==> config.mk <==
export PLATFORM = sky130hd
export DESIGN_NAME = asc_serial_ctrl
export DESIGN_NICKNAME = d
export VERILOG_FILES = /design/src/hdl/asc_pkg.sv /design/src/hdl/asc_serial_ctrl.sv
export SDC_FILE = /design/constraint.sdc
export NUM_CORES = 1
export LEC_CHECK = 0
export BUFFER_PORTS_ARGS = -buffer_cell sky130_fd_sc_hd__buf_2
export CORE_MARGIN = 10
export CORE_UTILIZATION = 35
export CTS_BUF_LIST = sky130_fd_sc_hd__clkbuf_8 sky130_fd_sc_hd__clkbuf_16
export DETAILED_ROUTE_END_ITERATION = 8
export PLACE_DENSITY = 0.58
export RECOVER_POWER = 100
export SLEW_MARGIN = 20
export SYNTH_ARGS = -nofsm -noshare
export SYNTH_HDL_FRONTEND = slang
export SYNTH_SLANG_ARGS = --single-unit
==> constraint.sdc <==
create_clock -name i_clk -period 3.14 [get_ports i_clk]
set_input_delay 0.471 -clock i_clk [delete_from_list [all_inputs] [get_ports i_clk]]
set_output_delay 0.471 -clock i_clk [all_outputs]
set_load 0.01 [all_outputs]
==> src/hdl/asc_pkg.sv <==
// How it works
// loop select feeds receiver from transmitter
// software enables both directions for loop
// source bit picks internal or transmit pin
// halt in wait freezes the block
// start, eight or nine data, stop
// wake on idle line or address mark
// idle ones counted after start or stop
// parity replaces top data bit both ways
// even or odd parity bit value
// holding empty interrupt gated by enable
// transmit done interrupt gated by enable
// receive full or overrun share enable
// idle line interrupt gated by enable
// transmit enable takes the transmit pin
// rising transmit enable queues idle preamble
// receive enable starts and stops receiver
// standby suppresses receive interrupts, self clears
// send break edge sends one break
// software clears break bit before finish
// held break bit repeats break characters
// baud generator sleeps until first enable
// wait halt pauses, resumes, keeps enables
// break is 10/11, long 13/14
package asc_pkg;
    // register word indices; byte address is four times the index
    localparam logic [2:0] IDX_BAUD = 3'h0;
    localparam logic [2:0] IDX_FMT = 3'h2;
    localparam logic [2:0] IDX_CTL = 3'h3;
    localparam logic [2:0] IDX_STAT = 3'h4;
    localparam logic [2:0] IDX_EXT = 3'h5;
    localparam logic [2:0] IDX_DATA = 3'h7;
    // control_frame_format fields
    localparam int FMT_LOOP = 7;
    localparam int FMT_HALT = 6;
    localparam int FMT_RECEIVER_SOURCE = 5;
    localparam int FMT_NINE = 4;
    localparam int FMT_WAKE = 3;
    localparam int FMT_ILT = 2;
    localparam int FMT_PAR = 1;
    localparam int FMT_ODD = 0;
    // control_enables_and_irq fields
    localparam int CTL_TIE = 7;
    localparam int CTL_TX_DONE_IRQ_EN = 6;
    localparam int CTL_RIE = 5;
    localparam int CTL_IDLE_IRQ_EN = 4;
    localparam int CTL_TE = 3;
    localparam int CTL_RE = 2;
    localparam int CTL_RWU = 1;
    localparam int CTL_SBK = 0;
    // extension register field
    localparam int EXT_LONG = 2;
    // reset values
    localparam logic [7:0] FMT_RESET = 8'h00;
    localparam logic [7:0] CTL_RESET = 8'h00;
    localparam logic [12:0] BAUD_DEFAULT = 13'h0004;
    // timing counts in oversample ticks and bits
    localparam logic [3:0] SUB_LAST = 4'hf;
    localparam logic [3:0] SUB_MID = 4'h7;
    localparam logic [3:0] CHAR_BITS_8 = 4'ha;
    localparam logic [3:0] CHAR_BITS_9 = 4'hb;
    localparam logic [3:0] DATA_BITS_8 = 4'h8;
    localparam logic [3:0] DATA_BITS_9 = 4'h9;
    localparam logic [3:0] BRK_EXTRA = 4'h3;
    // state machines
    typedef enum logic {TX_IDLE = 1'b0, TX_SHIFT = 1'b1} asc_tx_state_t;
    typedef enum logic {RX_HUNT = 1'b0, RX_FRAME = 1'b1} asc_rx_state_t;
endpackage

==> src/hdl/asc_serial_ctrl.sv <==
`timescale 1ns/1ps
module asc_serial_ctrl
    import asc_pkg::*;
#(
    parameter logic [12:0] BAUD_RESET = BAUD_DEFAULT
) (
    input wire logic i_clk,
    input wire logic i_reset_n,
    input wire logic i_psel,
    input wire logic i_penable,
    input wire logic i_pwrite,
    input wire logic [7:0] i_paddr,
    input wire logic [31:0] i_pwdata,
    output logic [31:0] o_prdata,
    output logic o_pready,
    output logic o_pslverr,
    input wire logic i_cpu_wait,
    input wire logic i_rx_pin,
    input wire logic i_tx_pin,
    output logic o_tx_pin,
    output logic o_tx_pin_oe_n,
    output logic o_irq_req
);

    // a zero divisor would leave the block silent from reset
    if (BAUD_RESET == 13'h0000) begin : g_bad_baud
        $error("BAUD_RESET must be nonzero");
    end

    // every flip-flop of the block lives in this one record
    typedef struct packed {
        logic [12:0] baud;       // bit rate divisor
        logic [7:0] fmt;         // control_frame_format
        logic [7:0] ctl;         // control_enables_and_irq
        logic long_brk;          // long_break
        logic started;           // baud generator released
        logic [12:0] div;        // oversample divider
        logic tick;              // one-cycle oversample enable
        logic [2:0] rx_sync;     // receive pin synchroniser
        logic [2:0] txp_sync;    // transmit pin read-back synchroniser
        logic rx_lvl;            // filtered receive pin
        logic txp_lvl;           // filtered transmit pin
        asc_tx_state_t tx_st;
        logic [8:0] tx_hold;     // transmit holding word
        logic hold_empty;        // tx_holding_empty
        logic tx_done;           // tx_done
        logic [13:0] tx_sh;      // transmit shifter, lsb goes first
        logic [3:0] tx_left;     // bits still to send
        logic [3:0] tx_sub;      // ticks within a bit
        logic tx_pin;            // transmitter output
        logic pre_pend;          // idle preamble queued
        logic brk_pend;          // one break queued
        logic te_prev;
        logic sbk_prev;
        asc_rx_state_t rx_st;
        logic [3:0] rx_sub;      // ticks within a bit
        logic [3:0] rx_bits;     // bit index within the frame
        logic [8:0] rx_sh;       // receive shifter
        logic [8:0] rx_data;     // received word
        logic rx_full;           // rx_holding_full
        logic ovr;               // overrun_flag
        logic fe;                // framing error
        logic pf;                // parity error
        logic idle;              // idle line flag
        logic idle_arm;          // a character came since last idle
        logic [3:0] ones;        // consecutive ones toward idle
        logic rdy;               // bus answer
        logic slverr;
        logic [31:0] rdata;
    } asc_state_t;

    asc_state_t st_q;
    asc_state_t st_d;

    logic halted;           // processor waiting with halt enabled
    logic nine;
    logic parity_on;
    logic odd;
    logic [3:0] frame_bits;
    logic [3:0] brk_bits;
    logic [3:0] data_bits;
    logic [2:0] idx;
    logic hit;
    logic acc;              // bus transfer completes at this edge
    logic [31:0] rd_mux;
    logic rx_src;           // receiver input after routing
    logic par_lo;
    logic [8:0] tx_char;
    logic [13:0] data_frame;
    logic [8:0] rx_char;
    logic rx_msb;
    logic rx_par_bad;
    logic ld_data;
    logic ld_brk;
    logic ld_pre;
    logic [3:0] ones_inc;

    // frame shape from the format and extension registers
    assign halted = st_q.fmt[FMT_HALT] & i_cpu_wait;
    assign nine = st_q.fmt[FMT_NINE];
    assign parity_on = st_q.fmt[FMT_PAR];
    assign odd = st_q.fmt[FMT_ODD];
    assign frame_bits = nine ? CHAR_BITS_9 : CHAR_BITS_8;
    assign data_bits = nine ? DATA_BITS_9 : DATA_BITS_8;
    assign brk_bits = st_q.long_brk ? frame_bits + BRK_EXTRA : frame_bits;
    assign ones_inc = st_q.ones + 4'h1;

    // bus decode: word aligned, six registers in eight words
    assign idx = i_paddr[4:2];
    assign hit = (i_paddr[1:0] == 2'h0) && (i_paddr[7:5] == 3'h0)
        && (idx == IDX_BAUD || idx == IDX_FMT || idx == IDX_CTL
        || idx == IDX_STAT || idx == IDX_EXT || idx == IDX_DATA);
    assign acc = i_psel & i_penable & st_q.rdy;

    // receiver routing: normal pin, internal loop or single wire
    assign rx_src = !st_q.fmt[FMT_LOOP] ? st_q.rx_lvl
        : (st_q.fmt[FMT_RECEIVER_SOURCE] ? st_q.txp_lvl : st_q.tx_pin);

    // parity lands in the top data bit; even parity bit is the xor
    assign par_lo = nine ? ^st_q.tx_hold[7:0] : ^st_q.tx_hold[6:0];
    always_comb begin
        if (!parity_on) begin
            tx_char = nine ? st_q.tx_hold : {1'b0, st_q.tx_hold[7:0]};
        end else if (nine) begin
            tx_char = {par_lo ^ odd, st_q.tx_hold[7:0]};
        end else begin
            tx_char = {1'b0, par_lo ^ odd, st_q.tx_hold[6:0]};
        end
    end
    // stop ones fill above the data, start zero below
    assign data_frame = nine ? {4'hf, tx_char, 1'b0} : {5'h1f, tx_char[7:0], 1'b0};

    // received word, msb and parity check
    assign rx_char = nine ? st_q.rx_sh : {1'b0, st_q.rx_sh[8:1]};
    assign rx_msb = nine ? rx_char[8] : rx_char[7];
    assign rx_par_bad = (nine ? ^rx_char : ^rx_char[7:0]) ^ odd;

    // read data selection
    always_comb begin
        case (idx)
            IDX_BAUD: rd_mux = {19'h0, st_q.baud};
            IDX_FMT: rd_mux = {24'h0, st_q.fmt};
            IDX_CTL: rd_mux = {24'h0, st_q.ctl};
            IDX_STAT: rd_mux = {24'h0, st_q.hold_empty, st_q.tx_done, st_q.rx_full,
                st_q.idle, st_q.ovr, 1'b0, st_q.fe, st_q.pf};
            IDX_EXT: rd_mux = 32'(st_q.long_brk) << EXT_LONG;
            IDX_DATA: rd_mux = {23'h0, st_q.rx_data};
            default: rd_mux = 32'h0;
        endcase
    end

    // next state of the whole block
    always_comb begin
        st_d = st_q;
        ld_data = 1'b0;
        ld_brk = 1'b0;
        ld_pre = 1'b0;
        // pin synchronisers; a level counts once stages two and three agree
        st_d.rx_sync = {st_q.rx_sync[1:0], i_rx_pin};
        st_d.txp_sync = {st_q.txp_sync[1:0], i_tx_pin};
        if (st_q.rx_sync[1] == st_q.rx_sync[2]) begin
            st_d.rx_lvl = st_q.rx_sync[2];
        end
        if (st_q.txp_sync[1] == st_q.txp_sync[2]) begin
            st_d.txp_lvl = st_q.txp_sync[2];
        end

        // oversample divider; stops in wait when halt is enabled so transfers pause in place
        st_d.tick = 1'b0;
        if (st_q.started && st_q.baud != 13'h0000 && !halted) begin
            if (st_q.div >= st_q.baud - 13'h0001) begin
                st_d.div = 13'h0000;
                st_d.tick = 1'b1;
            end else begin
                st_d.div = st_q.div + 13'h0001;
            end
        end

        // edge detectors for queued preamble and break
        st_d.te_prev = st_q.ctl[CTL_TE];
        st_d.sbk_prev = st_q.ctl[CTL_SBK];
        if (st_q.ctl[CTL_TE] && !st_q.te_prev) begin
            st_d.pre_pend = 1'b1;
        end
        if (st_q.ctl[CTL_SBK] && !st_q.sbk_prev) begin
            st_d.brk_pend = 1'b1;
        end

        // transmitter: break beats preamble beats data
        case (st_q.tx_st)
            TX_IDLE: begin
                if (st_q.ctl[CTL_TE] && !halted) begin
                    if (st_q.ctl[CTL_SBK] || st_q.brk_pend) begin
                        ld_brk = 1'b1;
                        st_d.tx_sh = 14'h0000;
                        st_d.tx_left = brk_bits;
                        st_d.brk_pend = 1'b0;
                    end else if (st_q.pre_pend) begin
                        ld_pre = 1'b1;
                        st_d.tx_sh = 14'h3fff;
                        st_d.tx_left = frame_bits;
                        st_d.pre_pend = 1'b0;
                    end else if (!st_q.hold_empty) begin
                        ld_data = 1'b1;
                        st_d.tx_sh = data_frame;
                        st_d.tx_left = frame_bits;
                        st_d.hold_empty = 1'b1;
                    end
                    if (ld_brk || ld_pre || ld_data) begin
                        st_d.tx_st = TX_SHIFT;
                        st_d.tx_sub = 4'h0;
                        st_d.tx_pin = st_d.tx_sh[0];
                    end
                end
            end
            TX_SHIFT: begin
                if (st_q.tick) begin
                    st_d.tx_sub = st_q.tx_sub + 4'h1;
                    if (st_q.tx_sub == SUB_LAST) begin
                        if (st_q.tx_left == 4'h1) begin
                            // line returns to idle between characters
                            st_d.tx_st = TX_IDLE;
                            st_d.tx_pin = 1'b1;
                        end else begin
                            st_d.tx_sh = {1'b1, st_q.tx_sh[13:1]};
                            st_d.tx_pin = st_q.tx_sh[1];
                            st_d.tx_left = st_q.tx_left - 4'h1;
                        end
                    end
                end
            end
            default: st_d.tx_st = TX_IDLE;
        endcase

        // bus slave: one wait cycle so that read data comes from a flop
        st_d.rdy = i_psel & i_penable & !st_q.rdy;
        st_d.slverr = i_psel & i_penable & !st_q.rdy & !hit;
        if (i_psel && i_penable && !st_q.rdy) begin
            st_d.rdata = hit ? rd_mux : 32'h0; // refused reads return zero
        end
        if (acc && hit && i_pwrite) begin
            case (idx)
                IDX_BAUD: st_d.baud = i_pwdata[12:0];
                IDX_FMT: st_d.fmt = i_pwdata[7:0];
                IDX_CTL: begin
                    // enables are untouched by the wait halt bit
                    st_d.ctl = i_pwdata[7:0];
                    if (i_pwdata[CTL_TE] || i_pwdata[CTL_RE]) begin
                        st_d.started = 1'b1;
                    end
                end
                IDX_EXT: st_d.long_brk = i_pwdata[EXT_LONG];
                IDX_DATA: begin
                    st_d.tx_hold = i_pwdata[8:0];
                    st_d.hold_empty = 1'b0;
                end
                default: st_d.fmt = st_q.fmt;
            endcase
        end
        // reading the data word releases the receive flags
        if (acc && hit && !i_pwrite && idx == IDX_DATA) begin
            st_d.rx_full = 1'b0;
            st_d.ovr = 1'b0;
            st_d.fe = 1'b0;
            st_d.pf = 1'b0;
            st_d.idle = 1'b0;
        end

        // receiver; its flag sets come last so a set beats a clear
        if (!st_q.ctl[CTL_RE]) begin
            st_d.rx_st = RX_HUNT;
            st_d.rx_sub = 4'h0;
        end else if (st_q.tick) begin
            st_d.rx_sub = st_q.rx_sub + 4'h1;
            case (st_q.rx_st)
                RX_HUNT: begin
                    if (!rx_src) begin
                        // falling edge: mid start bit comes eight ticks on
                        st_d.rx_st = RX_FRAME;
                        st_d.rx_sub = 4'h0;
                        st_d.rx_bits = 4'h0;
                    end else if (st_q.rx_sub == SUB_LAST && st_q.ones != frame_bits) begin
                        st_d.ones = ones_inc;
                        if (ones_inc == frame_bits && st_q.idle_arm) begin
                            st_d.idle = 1'b1;
                            st_d.idle_arm = 1'b0;
                            if (st_q.ctl[CTL_RWU] && !st_q.fmt[FMT_WAKE]) begin
                                st_d.ctl[CTL_RWU] = 1'b0;
                            end
                        end
                    end
                end
                RX_FRAME: begin
                    if (st_q.rx_sub == SUB_MID) begin
                        st_d.rx_bits = st_q.rx_bits + 4'h1;
                        if (st_q.rx_bits == 4'h0) begin
                            st_d.ones = 4'h0;
                            if (rx_src) begin
                                st_d.rx_st = RX_HUNT; // false start, glitch
                            end
                        end else if (st_q.rx_bits <= data_bits) begin
                            st_d.rx_sh = {rx_src, st_q.rx_sh[8:1]};
                            if (!st_q.fmt[FMT_ILT]) begin
                                st_d.ones = rx_src ? ones_inc : 4'h0;
                            end
                        end else begin
                            // stop bit: the character is complete
                            st_d.rx_st = RX_HUNT;
                            st_d.rx_sub = 4'h0;
                            st_d.idle_arm = 1'b1;
                            if (st_q.fmt[FMT_ILT]) begin
                                st_d.ones = 4'h0;
                            end else begin
                                st_d.ones = rx_src ? ones_inc : 4'h0;
                            end
                            if (st_q.ctl[CTL_RWU] && st_q.fmt[FMT_WAKE] && rx_msb) begin
                                st_d.ctl[CTL_RWU] = 1'b0;
                            end
                            // in standby only an address mark gets through
                            if (!st_q.ctl[CTL_RWU] || (st_q.fmt[FMT_WAKE] && rx_msb)) begin
                                if (st_q.rx_full) begin
                                    st_d.ovr = 1'b1;
                                end else begin
                                    st_d.rx_data = rx_char;
                                    st_d.rx_full = 1'b1;
                                    st_d.fe = !rx_src;
                                    st_d.pf = parity_on & rx_par_bad;
                                end
                            end
                        end
                    end
                end
                default: st_d.rx_st = RX_HUNT;
            endcase
        end

        // done means idle line with nothing waiting to go
        st_d.tx_done = (st_d.tx_st == TX_IDLE) && st_d.hold_empty
            && !st_d.pre_pend && !st_d.brk_pend;
    end

    // state register
    always_ff @(posedge i_clk or negedge i_reset_n) begin
        if (!i_reset_n) begin
            st_q <= '0;
            st_q.baud <= BAUD_RESET;
            st_q.fmt <= FMT_RESET;
            st_q.ctl <= CTL_RESET;
            st_q.rx_sync <= 3'h7;
            st_q.txp_sync <= 3'h7;
            st_q.rx_lvl <= 1'b1;
            st_q.txp_lvl <= 1'b1;
            st_q.hold_empty <= 1'b1;
            st_q.tx_done <= 1'b1;
            st_q.tx_sh <= 14'h3fff;
            st_q.tx_pin <= 1'b1;
        end else begin
            st_q <= st_d;
        end
    end

    // outputs
    assign o_prdata = st_q.rdata;
    assign o_pready = st_q.rdy;
    assign o_pslverr = st_q.slverr;
    assign o_tx_pin = st_q.tx_pin;
    // pin is released when the transmitter is off and idle
    assign o_tx_pin_oe_n = !(st_q.ctl[CTL_TE] || st_q.tx_st == TX_SHIFT);
    // standby hides the receiver sources only
    assign o_irq_req = (st_q.ctl[CTL_TIE] & st_q.hold_empty)
        | (st_q.ctl[CTL_TX_DONE_IRQ_EN] & st_q.tx_done)
        | (!st_q.ctl[CTL_RWU] & st_q.ctl[CTL_RIE] & (st_q.rx_full | st_q.ovr))
        | (!st_q.ctl[CTL_RWU] & st_q.ctl[CTL_IDLE_IRQ_EN] & st_q.idle);
endmodule // asc_serial_ctrl

==> impl_results.md <==
* Status: finished, violations left
* Violated checks: max-slew violations
* Register bit count reported by yosys at 144
* Final Cell Area at 0.00868 mm2
* Synth Area per Inst at 9.95 um2
* CTS clock-pin slew for the worst setup and hold paths at 60 ps
* Largest net degree at the start of global routing at 60
* Post-synth ARST share at 100%
* Placer Congestion at 0.807
* Vias per cell at 5.18
* Placeable Area at 0.0217 mm2
* GRT Util Overall at 13.6%
* Yosys top cell area share at 38.5%
* Port Buf Inserts at 46
* Final period utilization at 94.7%
* Biggest fanout along the worst timing path at 12
* Max-slew violation count at 31
* Die W at 168 um
* Arrival @ worst endpoint at 3300 ps
* Fillers at 2168
* Storage cell area at 0.00364 mm2
* Clock Skew at 8.95 ps
* TritonCTS Sinks at 144
* CP Cell Sequence: inv_1, ha_1, nand2b_1, nand2b_1, nor3_2, xnor2_1, ha_1, nand2_1, nor4_2, a211oi_2, nand3_1, buf_4, o21ai_0, a22o_1
* # H-tree levels at 4
* Leakage power at 3.93 nW
* CTS tree: built
* Worst Max-Slew Pin Slew at 1500 ps
* Syn Inst Count at 771
* IO Count at 85
* Most frequent cell after synthesis: dfrtp_1
* Mapped cell area at 0.00767 mm2
* WS Path Type: reg2reg
* Antenna viol nets, final at 0
* Commonest cells post-synth: dfrtp_1 (118), nand2_1 (82), o21ai_0 (68), nor2_1 (57), mux2_2 (45)
* Rel. slew slack at -0.0568%
* Full die area at 0.0282 mm2
* Hold crit path type: in2reg
* Worst R2R Start: st_q[150]
* R2R setup slack at 170 ps
* Power Density at 494 mW/mm2
* Cell count of the worst reg-to-reg path at 14
* # setup viols final at 0
* DP Cell Count at 1071
* Worst vdd ir at 0.336 mV
* Hpwl dp at 13600 um
* Vias in the first global route at 5744
* Routed wire length at 18700 um
* Die H at 168 um
* Startpoint Class: flop
* Hold path cells at 1
* Hold Vio Cnt, Final at 0
* Clk root buf: clkbuf_16
* Drt pass-1 iters at 5
* RSZ-0062 raised after global routing: no
* Synth warnings at 0
* Cts bufs inserted at 17
* Grt total ovfl at 0
* Max clock buf depth at 2
* Area of the multi-input gates at 0.00367 mm2
* Synth unique cells at 67
* WL/cell at 16.9 um
* Number of flops mapped to enable cells by yosys at 0
* Clk_lat worst skew at 440 ps
* Worst hold start: i_rx_pin
* R2r endpoint: st_q[124]
* Area contributors post-synth: dfrtp_1 (38%), dfstp_2 (8.9%), mux2_2 (6.6%)
* Initial antenna violation count at 0
* DRC at 0
* Syn-to-layout area delta at 13.1%
* Seq/Total Area, Yosys at 47.4%
* Crit-path slowest cell: dfrtp_1
* Vias after detailed routing at 5713
* MaxCap Viol Count at 0
* Non-filler cells, final at 1103
* Initial Utilization at 35.4%
* # nets final at 882
* Top cell type by total area after synthesis: dfrtp_1
* Global-route wire length before repair at 31100 um
* F_max at 336 MHz
* Post-synth top flop: dfrtp_1
* Critical Path RT at 3460 ps
* Starting DRT DRC Count at 346
* Num rows at 54
* # diodes at 0
* Final Critical Period at 2970 ps
* Setup TNS Final at 0 ps
* Worst path max stage delay at 410 ps
* Placed Area at 0.00809 mm2
* Endpoint type of the worst setup path: flop
* Share of layout cells above drive strength 1 at 18.6%
* Hold endpoint: st_d[116]
## area by class of cell
cell class	instances	area share (%)
multi-input cells	563	42.2
repair buffers	64	3.59
flip-flops and latches	144	41.9
clock inverters	11	1.33
inverters	20	0.865
well taps	280	4.04
clock buffers	21	6.05
## cell families (layout without fill, tap and decap cells)
| group | Yosys count | after routing | synth area share, % |
|---|---|---|---|
| and+or+nand+nor | 243 | 243 | 15.6 |
| AOI/OAI and AO/OA | 187 | 187 | 15.0 |
| DFF | 144 | 144 | 47.4 |
| buffers and inverters | 82 | 116 | 5.90 |
| muxes | 59 | 59 | 8.43 |
| xor gates and xnor gates | 29 | 29 | 3.49 |
| adders and majority gates | 26 | 26 | 4.17 |
| other | 1 | 19 | 0.0489 |
## metrics by stage
step	worst slack [ps]	hold slack, ps	power (mW)	util [%]
floorplan	502	175	2.09	-
detailed placement	168	347	2.18	37.3
global route	0.716	117	4.47	40.0
finish	165	129	4.29	40.0
CTS	137	16.0	4.35	40.3
global placement	184	346	2.18	37.3
## power breakdown
group / switching, mW / leakage (nW) / internal, mW
registers: 0.0303 / 1.82 / 1.89
clock network: 0.853 / 0.307 / 1.29
logic: 0.151 / 1.80 / 0.0709
total: 1.03 / 3.93 / 3.26
## how the worst max path moves through the flow
stage | from | cells past startpoint | end
detailed placement | st_q[150] | 13 | st_q[119]
finish | st_q[150] | 14 | st_q[124]
CTS | st_q[150] | 13 | st_q[119]
floorplan | st_q[153] | 13 | st_q[125]
global route | st_q[150] | 14 | st_q[121]
global placement | st_q[150] | 13 | st_q[119]
## critical path, delay by kind of cell, from the launching register on
| kind | cells | cell delay, ps |
|---|---|---|
| simple gates | 6 | 1140 |
| xor+xnor | 1 | 90 |
| flops | 1 | 410 |
| compound gates | 3 | 400 |
| fa+ha+maj | 2 | 510 |
| buf+inv | 2 | 320 |
## routing by layer
layer | part of all wire [%] | GRT usage, % | wire, um
met2 | 47 | 20.7 | 8750
met5 | 0 | 0 | 0
met3 | 4.7 | 3.14 | 873
met4 | 1.2 | 4.73 | 221
met1 | 47 | 18.6 | 8830
## layout by cell type, fill, tap and decap left out, types with 4 or more instances in the layout
cell | netlist | layout
dfrtp_1 | 118 | 118
nand2_1 | 82 | 82
o21ai_0 | 68 | 69
nor2_1 | 57 | 58
mux2_2 | 45 | 45
a21oi_1 | 44 | 43
buf_2 | 8 | 27
clkbuf_1 | 18 | 25
xnor2_1 | 24 | 24
ha_1 | 24 | 24
nand3_1 | 22 | 22
dfstp_2 | 26 | 22
clkbuf_16 | 0 | 21
inv_1 | 19 | 20
a22o_1 | 19 | 19
conb_1 | 1 | 19
nor3_1 | 14 | 15
mux2i_1 | 14 | 14
and3_1 | 11 | 11
nor2b_1 | 10 | 10
a31oi_1 | 9 | 9
a22oi_1 | 9 | 9
buf_4 | 34 | 9
a21o_1 | 8 | 8
nand2b_1 | 7 | 7
clkinv_4 | 0 | 6
nor3b_1 | 5 | 5
a211oi_1 | 5 | 4
xor2_1 | 4 | 4
or3_1 | 4 | 4
a221oi_1 | 4 | 4
dfstp_1 | 0 | 4
## registers in the layout, summed over array words and instances (netlist names)
| name | cells |
|---|---|
| nine | 1 |
| o_pready | 1 |
| st_q | 119 |
| o_pslverr | 1 |
| parity_on | 1 |
| o_prdata | 13 |
| st_d | 6 |
| odd | 1 |
| o_tx_pin | 1 |
## repair_timing
item | in CTS | in global routing
hold buffers | 0 | 0
resized for setup | 0 | 5
endpoints found under the hold margin | 0 | 0
setup endpoints to repair | 0 | 10
buffers inserted | 0 | 0
Power figures use the tool's default switching activity.
